File: src/ilc_pkg.sv
// Package with offsets, fields, reset values and codes of the control and config registers.
package ilc_pkg;
  // Register offsets.
  localparam logic [7:0] ADDR_RANGE = 8'h08;
  localparam logic [7:0] ADDR_CTRL = 8'h0a;
  localparam logic [7:0] ADDR_CFG = 8'h0b;
  // Reset values.
  localparam logic [7:0] CTRL_RST = 8'h00;
  localparam logic [7:0] CFG_RST = 8'h00;
  // Control register fields.
  localparam int CTRL_KEY_HI = 7;
  localparam int CTRL_KEY_LO = 6;
  localparam int CTRL_PH_HI = 5;
  localparam int CTRL_PH_LO = 4;
  localparam int CTRL_PH_EN = 3;
  localparam int CTRL_RSV_HI = 2;
  // Configuration register fields.
  localparam int CFG_SRC = 7;
  localparam int CFG_RSV = 6;
  localparam int CFG_LOCK = 5;
  localparam int CFG_FMT = 4;
  localparam int CFG_OFFSET_MONITOR_ENABLE = 3;
  localparam int CFG_ARM_HI = 2;
  // Reset key codes, sent in bits 7:6.
  localparam logic [1:0] KEY_STEP1 = 2'h0;
  localparam logic [1:0] KEY_STEP2 = 2'h3;
  localparam logic [1:0] KEY_STEP3 = 2'h1;
  // Offset cancellation phase codes.
  localparam logic [1:0] PHASE_START1 = 2'h0;
  localparam logic [1:0] PHASE_NORMAL = 2'h3;
  // Arming pin modes as decoded from the three-bit field.
  localparam logic [2:0] ARM_OFF = 3'h0;
  localparam logic [2:0] ARM_PCM = 3'h1;
  localparam logic [2:0] ARM_AVG = 3'h2;
  localparam logic [2:0] ARM_COUNT = 3'h3;
  localparam logic [2:0] ARM_UNFILT = 3'h4;
  // Key sequencer states.
  typedef enum logic [2:0] {
    ILC_KEY_IDLE = 3'b001,
    ILC_KEY_ONE = 3'b010,
    ILC_KEY_TWO = 3'b100
  } ilc_key_e;
endpackage

File: src/ilc_reset_key.sv
// Three-write reset key sequencer for the control register.
`timescale 1ns/1ps
`default_nettype none
module ilc_reset_key (
  // Clock and reset
  input wire logic core_clk,
  input wire logic arst_n,
  // Command seen by the register bank
  input wire logic cmd_valid,
  input wire logic cmd_write,
  input wire logic [7:0] cmd_addr,
  input wire logic [1:0] cmd_key,
  // Internal digital reset request, one cycle
  output logic key_fire
);
  ilc_pkg::ilc_key_e state_reg;
  logic ctrl_wr;

  assign ctrl_wr = cmd_valid && cmd_write && (cmd_addr == ilc_pkg::ADDR_CTRL);

  // Any other command, including a control read, drops the sequence.
  always_ff @(posedge core_clk or negedge arst_n) begin
    if (!arst_n) begin
      state_reg <= ilc_pkg::ILC_KEY_IDLE;
    end else if (cmd_valid) begin
      if (ctrl_wr && cmd_key == ilc_pkg::KEY_STEP1) begin
        state_reg <= ilc_pkg::ILC_KEY_ONE;
      end else begin
        case (state_reg)
          ilc_pkg::ILC_KEY_ONE: begin
            if (ctrl_wr && cmd_key == ilc_pkg::KEY_STEP2) begin
              state_reg <= ilc_pkg::ILC_KEY_TWO;
            end else begin
              state_reg <= ilc_pkg::ILC_KEY_IDLE;
            end
          end
          default: begin
            state_reg <= ilc_pkg::ILC_KEY_IDLE;
          end
        endcase
      end
    end
  end

  always_ff @(posedge core_clk or negedge arst_n) begin
    if (!arst_n) begin
      key_fire <= 1'b0;
    end else begin
      key_fire <= ctrl_wr && (state_reg == ilc_pkg::ILC_KEY_TWO) &&
        (cmd_key == ilc_pkg::KEY_STEP3);
    end
  end
endmodule
`default_nettype wire

File: src/ilc_regs.sv
// Control, configuration and range code registers with the initialization lock.
// Operation
// - Writes of key 00, 11, 01 to control, back to back, reset the digital core.
// - Any other command or wrong key between them abandons the key sequence.
// - Control write response shows zero key bits and held bits 5 to 0.
// - Reading the control register gives zero key bits and cancels the sequence.
// - Key bits always writable; bits 5 to 0 ignored once locked.
// - After lock, control reads show phase values accepted before locking.
// - Phase field accepted only while unlocked and override enable is one.
// - Enabled override holds offset cancellation in the written phase.
// - With override off, phase writes are ignored and progression continues.
// - Lock forces normal phase; stored phase and enable stay unchanged.
// - Lock inhibits writes to the whole configuration register.
// - Lock bit is set by a write and cleared only by reset or by the key reset.
// - Register integrity check runs only while locked.
// - Lock disables self test; stored self test bit is unchanged.
// - Data source bit selects offset-cancelled (0) or raw (1) output.
// - Offset-cancelled data forces the offset monitor on.
// - Format bit one gives unsigned data, zero gives signed data.
// - Offset monitor enable bit turns the monitor on or off.
// - Arming field selects off, modulated code, average, count or unfiltered.
// - Lowest arming bit gives polarity in average, count and unfiltered modes; disabled mode floats the pin.
// - Range code register is read-only and steers nothing.
`timescale 1ns/1ps
`default_nettype none
module ilc_regs #(
  // Range variant code; the default is arbitrary.
  parameter logic [7:0] RANGE_CODE = 8'h5a
) (
  // Clock and reset
  input wire logic core_clk,
  input wire logic arst_n,
  // Register command from the serial frame decoder
  input wire logic cmd_valid,
  input wire logic cmd_write,
  input wire logic [7:0] cmd_addr,
  input wire logic [7:0] cmd_wdata,
  // Register response
  output logic rsp_valid,
  output logic rsp_hit,
  output logic [7:0] rsp_data,
  // Stored self test bit of the axis register
  input wire logic self_test_control,
  // Internal digital reset
  output logic soft_reset,
  // Offset cancellation steering
  output logic phase_hold,
  output logic [1:0] phase_sel,
  // Data path configuration
  output logic data_source_select,
  output logic output_format_select,
  output logic offset_monitor_on,
  // Arming pin configuration
  output logic [2:0] arm_mode,
  output logic arm_active_low,
  output logic arm_drive_en,
  // Lock consequences
  output logic init_lock,
  output logic crc_check_en,
  output logic self_test_en
);
  logic [5:0] ctrl_reg;
  logic [7:0] cfg_reg;
  logic [5:0] ctrl_next;
  logic [7:0] cfg_next;
  logic key_fire;
  logic lock_q;
  logic ctrl_wr;
  logic cfg_wr;
  logic [7:0] rd_mux;
  logic rd_hit;
  logic [2:0] arm_field;

  assign lock_q = cfg_reg[ilc_pkg::CFG_LOCK];
  assign ctrl_wr = cmd_valid && cmd_write && (cmd_addr == ilc_pkg::ADDR_CTRL);
  assign cfg_wr = cmd_valid && cmd_write && (cmd_addr == ilc_pkg::ADDR_CFG);
  assign arm_field = cfg_reg[ilc_pkg::CFG_ARM_HI:0];

  ilc_reset_key u_key (
    .core_clk(core_clk),
    .arst_n(arst_n),
    .cmd_valid(cmd_valid),
    .cmd_write(cmd_write),
    .cmd_addr(cmd_addr),
    .cmd_key(cmd_wdata[ilc_pkg::CTRL_KEY_HI:ilc_pkg::CTRL_KEY_LO]),
    .key_fire(key_fire)
  );

  // Control bits 5 to 0; the phase field also needs the stored enable.
  always_comb begin
    ctrl_next = ctrl_reg;
    if (ctrl_wr && !lock_q) begin
      ctrl_next[ilc_pkg::CTRL_PH_EN] = cmd_wdata[ilc_pkg::CTRL_PH_EN];
      ctrl_next[ilc_pkg::CTRL_RSV_HI:0] = cmd_wdata[ilc_pkg::CTRL_RSV_HI:0];
      if (ctrl_reg[ilc_pkg::CTRL_PH_EN]) begin
        ctrl_next[ilc_pkg::CTRL_PH_HI:ilc_pkg::CTRL_PH_LO] =
          cmd_wdata[ilc_pkg::CTRL_PH_HI:ilc_pkg::CTRL_PH_LO];
      end
    end
  end

  // Lock is cleared only by reset or by the key reset; the whole configuration register freezes behind it.
  always_comb begin
    cfg_next = cfg_reg;
    if (cfg_wr && !lock_q) begin
      cfg_next = cmd_wdata;
    end
  end

  // The key reset clears the bank one cycle after the third write.
  always_ff @(posedge core_clk or negedge arst_n) begin
    if (!arst_n) begin
      ctrl_reg <= ilc_pkg::CTRL_RST[5:0];
    end else if (key_fire) begin
      ctrl_reg <= ilc_pkg::CTRL_RST[5:0];
    end else begin
      ctrl_reg <= ctrl_next;
    end
  end

  always_ff @(posedge core_clk or negedge arst_n) begin
    if (!arst_n) begin
      cfg_reg <= ilc_pkg::CFG_RST;
    end else if (key_fire) begin
      cfg_reg <= ilc_pkg::CFG_RST;
    end else begin
      cfg_reg <= cfg_next;
    end
  end

  // Responses carry the contents held before the command; key bits read zero.
  always_comb begin
    rd_mux = 8'h00;
    rd_hit = 1'b1;
    case (cmd_addr)
      ilc_pkg::ADDR_RANGE: rd_mux = RANGE_CODE;
      ilc_pkg::ADDR_CTRL: rd_mux = {2'h0, ctrl_reg};
      ilc_pkg::ADDR_CFG: rd_mux = cfg_reg;
      default: rd_hit = 1'b0;
    endcase
  end

  always_ff @(posedge core_clk or negedge arst_n) begin
    if (!arst_n) begin
      rsp_valid <= 1'b0;
      rsp_hit <= 1'b0;
      rsp_data <= 8'h00;
    end else begin
      rsp_valid <= cmd_valid;
      rsp_hit <= cmd_valid && rd_hit;
      rsp_data <= cmd_valid ? rd_mux : 8'h00;
    end
  end

  assign soft_reset = key_fire;

  // Offset cancellation: lock forces normal, else the override holds a phase.
  always_ff @(posedge core_clk or negedge arst_n) begin
    if (!arst_n) begin
      phase_hold <= 1'b0;
      phase_sel <= ilc_pkg::PHASE_START1;
    end else if (lock_q) begin
      phase_hold <= 1'b1;
      phase_sel <= ilc_pkg::PHASE_NORMAL;
    end else begin
      phase_hold <= ctrl_reg[ilc_pkg::CTRL_PH_EN];
      phase_sel <= ctrl_reg[ilc_pkg::CTRL_PH_HI:ilc_pkg::CTRL_PH_LO];
    end
  end

  // Data path selections.
  always_ff @(posedge core_clk or negedge arst_n) begin
    if (!arst_n) begin
      data_source_select <= 1'b0;
      output_format_select <= 1'b0;
      offset_monitor_on <= 1'b1;
    end else begin
      data_source_select <= cfg_reg[ilc_pkg::CFG_SRC];
      output_format_select <= cfg_reg[ilc_pkg::CFG_FMT];
      offset_monitor_on <= cfg_reg[ilc_pkg::CFG_OFFSET_MONITOR_ENABLE] ||
        !cfg_reg[ilc_pkg::CFG_SRC];
    end
  end

  // Arming pin mode and polarity.
  always_ff @(posedge core_clk or negedge arst_n) begin
    if (!arst_n) begin
      arm_mode <= ilc_pkg::ARM_OFF;
      arm_active_low <= 1'b0;
      arm_drive_en <= 1'b0;
    end else begin
      case (arm_field[2:1])
        2'h0: arm_mode <= arm_field[0] ? ilc_pkg::ARM_PCM : ilc_pkg::ARM_OFF;
        2'h1: arm_mode <= ilc_pkg::ARM_AVG;
        2'h2: arm_mode <= ilc_pkg::ARM_COUNT;
        default: arm_mode <= ilc_pkg::ARM_UNFILT;
      endcase
      // The modulated code output is plain digital, so it has no polarity.
      arm_active_low <= (arm_field[2:1] != 2'h0) && arm_field[0];
      arm_drive_en <= (arm_field != 3'h0);
    end
  end

  // Lock consequences.
  always_ff @(posedge core_clk or negedge arst_n) begin
    if (!arst_n) begin
      init_lock <= 1'b0;
      crc_check_en <= 1'b0;
      self_test_en <= 1'b0;
    end else begin
      init_lock <= lock_q;
      crc_check_en <= lock_q;
      self_test_en <= self_test_control && !lock_q;
    end
  end

  // A separate count of key steps taken, kept only for the checks below, so that
  // a fault in the sequencer cannot hide behind its own state.
  logic [1:0] key_seen_reg;

  always_ff @(posedge core_clk or negedge arst_n) begin
    if (!arst_n) begin
      key_seen_reg <= 2'h0;
    end else if (cmd_valid) begin
      if (ctrl_wr && cmd_wdata[7:6] == ilc_pkg::KEY_STEP1) begin
        key_seen_reg <= 2'h1;
      end else if (ctrl_wr && key_seen_reg == 2'h1 &&
          cmd_wdata[7:6] == ilc_pkg::KEY_STEP2) begin
        key_seen_reg <= 2'h2;
      end else begin
        key_seen_reg <= 2'h0;
      end
    end
  end
endmodule
`default_nettype wire

File: config.mk
export PLATFORM = sky130hd
export DESIGN_NAME = ilc_regs
export DESIGN_NICKNAME = d
export VERILOG_FILES = /design/src/ilc_pkg.sv /design/src/ilc_reset_key.sv /design/src/ilc_regs.sv
export SDC_FILE = /design/constraint.sdc
export NUM_CORES = 1
export LEC_CHECK = 0
export BUFFER_PORTS_ARGS = -buffer_cell sky130_fd_sc_hd__buf_2
export CORE_UTILIZATION = 47
export CTS_CLUSTER_DIAMETER = 200
export CTS_CLUSTER_SIZE = 8
export DETAILED_ROUTE_END_ITERATION = 8
export GPL_ROUTABILITY_DRIVEN = 1
export PLACE_DENSITY = 0.75
export SLEW_MARGIN = 30
export SYNTH_ARGS = -nofsm -noshare
export SYNTH_HDL_FRONTEND = slang
export SYNTH_SLANG_ARGS = --single-unit
File: constraint.sdc
create_clock -name core_clk -period 1.5 [get_ports core_clk]
set_input_delay 0.3 -clock core_clk [delete_from_list [all_inputs] [get_ports core_clk]]
set_output_delay 0.3 -clock core_clk [all_outputs]
set_load 0.05 [all_outputs]
==> run metrics <==
Filler cells=296; Final min period=1.48 ns; Syn Nets=178; post-DP HPWL=2870 um; Port Buffer Count=45; Sum Neg Setup Slack=0 ns; count of different cell masters after synthesis=35; cell taking the most area after synthesis=dfrtp_1; Required @ worst endpoint=1.68 ns; Post-Syn Area per Cell=11.4 um^2; Max VDD drop=0.553 mV; Starting Density=0.511; # H-tree levels=2; critical path's most frequent cell=or4_4; CTS clk-pin slew, worst paths=0.07 ns; Max FO, Critical Path=4; wire length per cell=14.2 um; power density over cell area=850 nW/um^2; CTS Buf Count=5; placed cell count=256; Via-to-Cell Ratio=5.37; Hold Path Class=in -> reg; Final Cycle Share=0.985; Die X-Extent=63.4 um; WS Path Type=in -> reg; synth warn=0; top cells by area, synth=dfrtp_1 (55%), nand2b_1 (6.0%), mux2i_1 (5.6%), dfstp_2 (3.0%), o31ai_1 (2.5%); Critical Path End Type=register; most frequent cell after synthesis=dfrtp_1; final hold violation count=0; Leakage=1.10 nW; Post-synth EDFFs=0; post-synthesis async set-or-reset flop share=1.00; DRC viols=0; Critical Path Max Stage Delay=0.57 ns; initial antenna violation count=0; Layout area overhead=28.6%; CTS tree=yes; Final setup viols=0; Site Rows=21; Final Instance Area=2280 um^2; post-synthesis register bit count=41; vias in the first global route=1378; startpoint types=primary input; Rel. slew slack=0.761; final WL=3770 um; Final nets=241; clock skew=0.00674 ns; # Max-Cap Violations=0; post-synthesis instance total=155; Num Clock Sinks=41; die area=4020 um^2; gr ovfl total=0; post-synth top area share=0.551; Crit-path slowest cell=or4_4; Worst-Skew Late Latency=0.30 ns; sequential-to-total area share from yosys stat=0.581; DRT iter0 DRCs=53; CP bufs+invs=1; largest net degree at the start of global routing=28; FF-to-FF setup slack=0.04 ns; final non-filler cell total=265; Final Max Tran Viols=0; Area after DPL=2180 um^2; Worst EP arrival=1.66 ns; worst path cell trace=buf_2 > or4_4 > or4_4 > mux2i_1; Slew @ Worst Pin=0.358 ns; family with the most delay on the worst path=simple AND/OR/NAND/NOR gates; first-pass GRT wire length=6280 um; Post-synth top cells=dfrtp_1 (39), nand2b_1 (17), mux2i_1 (10), nor2_1 (10), a21oi_1 (8); f_max=677 MHz; Die Y=63.4 um; core area=3470 um^2; vias=1423; global-route usage over all layers=0.207; CTS Buffer Depth=2; Post-Syn Area=1770 um^2; routability cong.=0.845; dominant synthesized flop cell=dfrtp_1; layout cell share with drive strength beyond 1=0.379; Root Driver=clkbuf_8; Antenna Cells=0; IO Pins=46; outcome=finished clean; Final ANT Viol Nets=0; DRT Pass-1 Iters=4
[worst register-to-register path: cells and delay by family, from the launching register on]
family,cells,cell delay [ns]
simple gates,1,0.51
flops,1,0.46
compound gates,2,0.36
[layout by cell type (no fill, tap or decap), types with 2 or more instances in the layout]
master | Yosys | routed
inv_1 | 6 | 6
or4_4 | 0 | 2
nor2_1 | 10 | 10
or2_2 | 3 | 3
dfstp_2 | 2 | 2
nand3_1 | 4 | 4
buf_2 | 2 | 45
a21oi_1 | 8 | 8
nand4b_1 | 3 | 3
o31ai_1 | 6 | 5
o22ai_1 | 2 | 2
clkbuf_1 | 7 | 2
nand2b_1 | 17 | 17
a211oi_1 | 2 | 2
mux2i_1 | 10 | 10
clkbuf_8 | 0 | 5
nand4_1 | 7 | 7
dfrtp_1 | 39 | 38
nor2b_1 | 3 | 3
buf_4 | 1 | 19
nand2_1 | 5 | 5
ha_1 | 2 | 2
[path summary, 6_finish.rpt]
| check | startpoint | endpoint | depth (start not counted) |
|---|---|---|---|
| setup / recovery | cmd_addr[5] | cfg_reg[1] | 4 |
| hold / removal | self_test_control | self_test_en | 2 |
| setup reg to reg | cfg_reg[5] | ctrl_reg[3] | 3 |
| hold reg to reg | cfg_reg[4] | output_format_select | 0 |
| max in group asynchronous | arst_n | cfg_reg[5] | 3 |
| min in group asynchronous | arst_n | data_source_select | 2 |
[what timing repair did]
item / in CTS / in global routing
hold endpoints to repair: 12 / 0
gates resized for setup: 0 / 2
hold buffers: 1 / 0
setup endpoints to repair: 0 / 2
buffers inserted: 0 / 0
[per-layer routing]
metal  vias to the layer above  wire length [um]  part of all wire  track usage
li1                        674                 -                 -            -
met1                       686              1520              0.40        0.251
met2                        54              1950              0.52        0.342
met3                         9               207             0.055       0.0417
met4                         0                95             0.025        0.116
met5                         -                 0                 0            0
[through the flow]
| stage | total power, mW | setup WS (ns) | hold WS, ns | util |
|---|---|---|---|---|
| floorplan | 1.18 | -0.319 | 0.00441 | - |
| global placement | 1.27 | -0.269 | 0.224 | 0.629 |
| detailed placement | 1.28 | -0.292 | 0.227 | 0.629 |
| CTS | 1.95 | 0.0231 | 0.220 | 0.655 |
| global route | 2.00 | -0.0154 | 0.239 | 0.657 |
| finish | 1.94 | 0.0229 | 0.217 | 0.657 |
[cell type report]
| class | count | area, um^2 | area share |
|---|---|---|---|
| sequential | 41 | 1030 | 0.452 |
| multi-input combinational | 98 | 689 | 0.303 |
| tap | 46 | 57.6 | 0.0253 |
| clock buffer | 7 | 76.3 | 0.0335 |
| inverter | 6 | 22.5 | 0.00988 |
| timing repair buffer | 66 | 398 | 0.175 |
| clock inverter | 1 | 5.00 | 0.00220 |
[cells by family after synthesis]
logic type | share of synthesized area
buffers and inverters | 0.0374
DFF | 0.581
muxes | 0.0565
adders and majority gates | 0.0141
AOI/OAI and AO/OA | 0.0897
and+or+nand+nor | 0.222
[where the power goes]
part	switching (mW)	total (mW)	internal, mW	leakage [nW]
combinational	0.0852	0.149	0.0633	0.580
sequential	0.000626	1.11	1.11	0.475
clock	0.355	0.681	0.326	0.0422
total	0.440	1.94	1.50	1.10
Note: power is estimated with default switching activity, not from simulation.
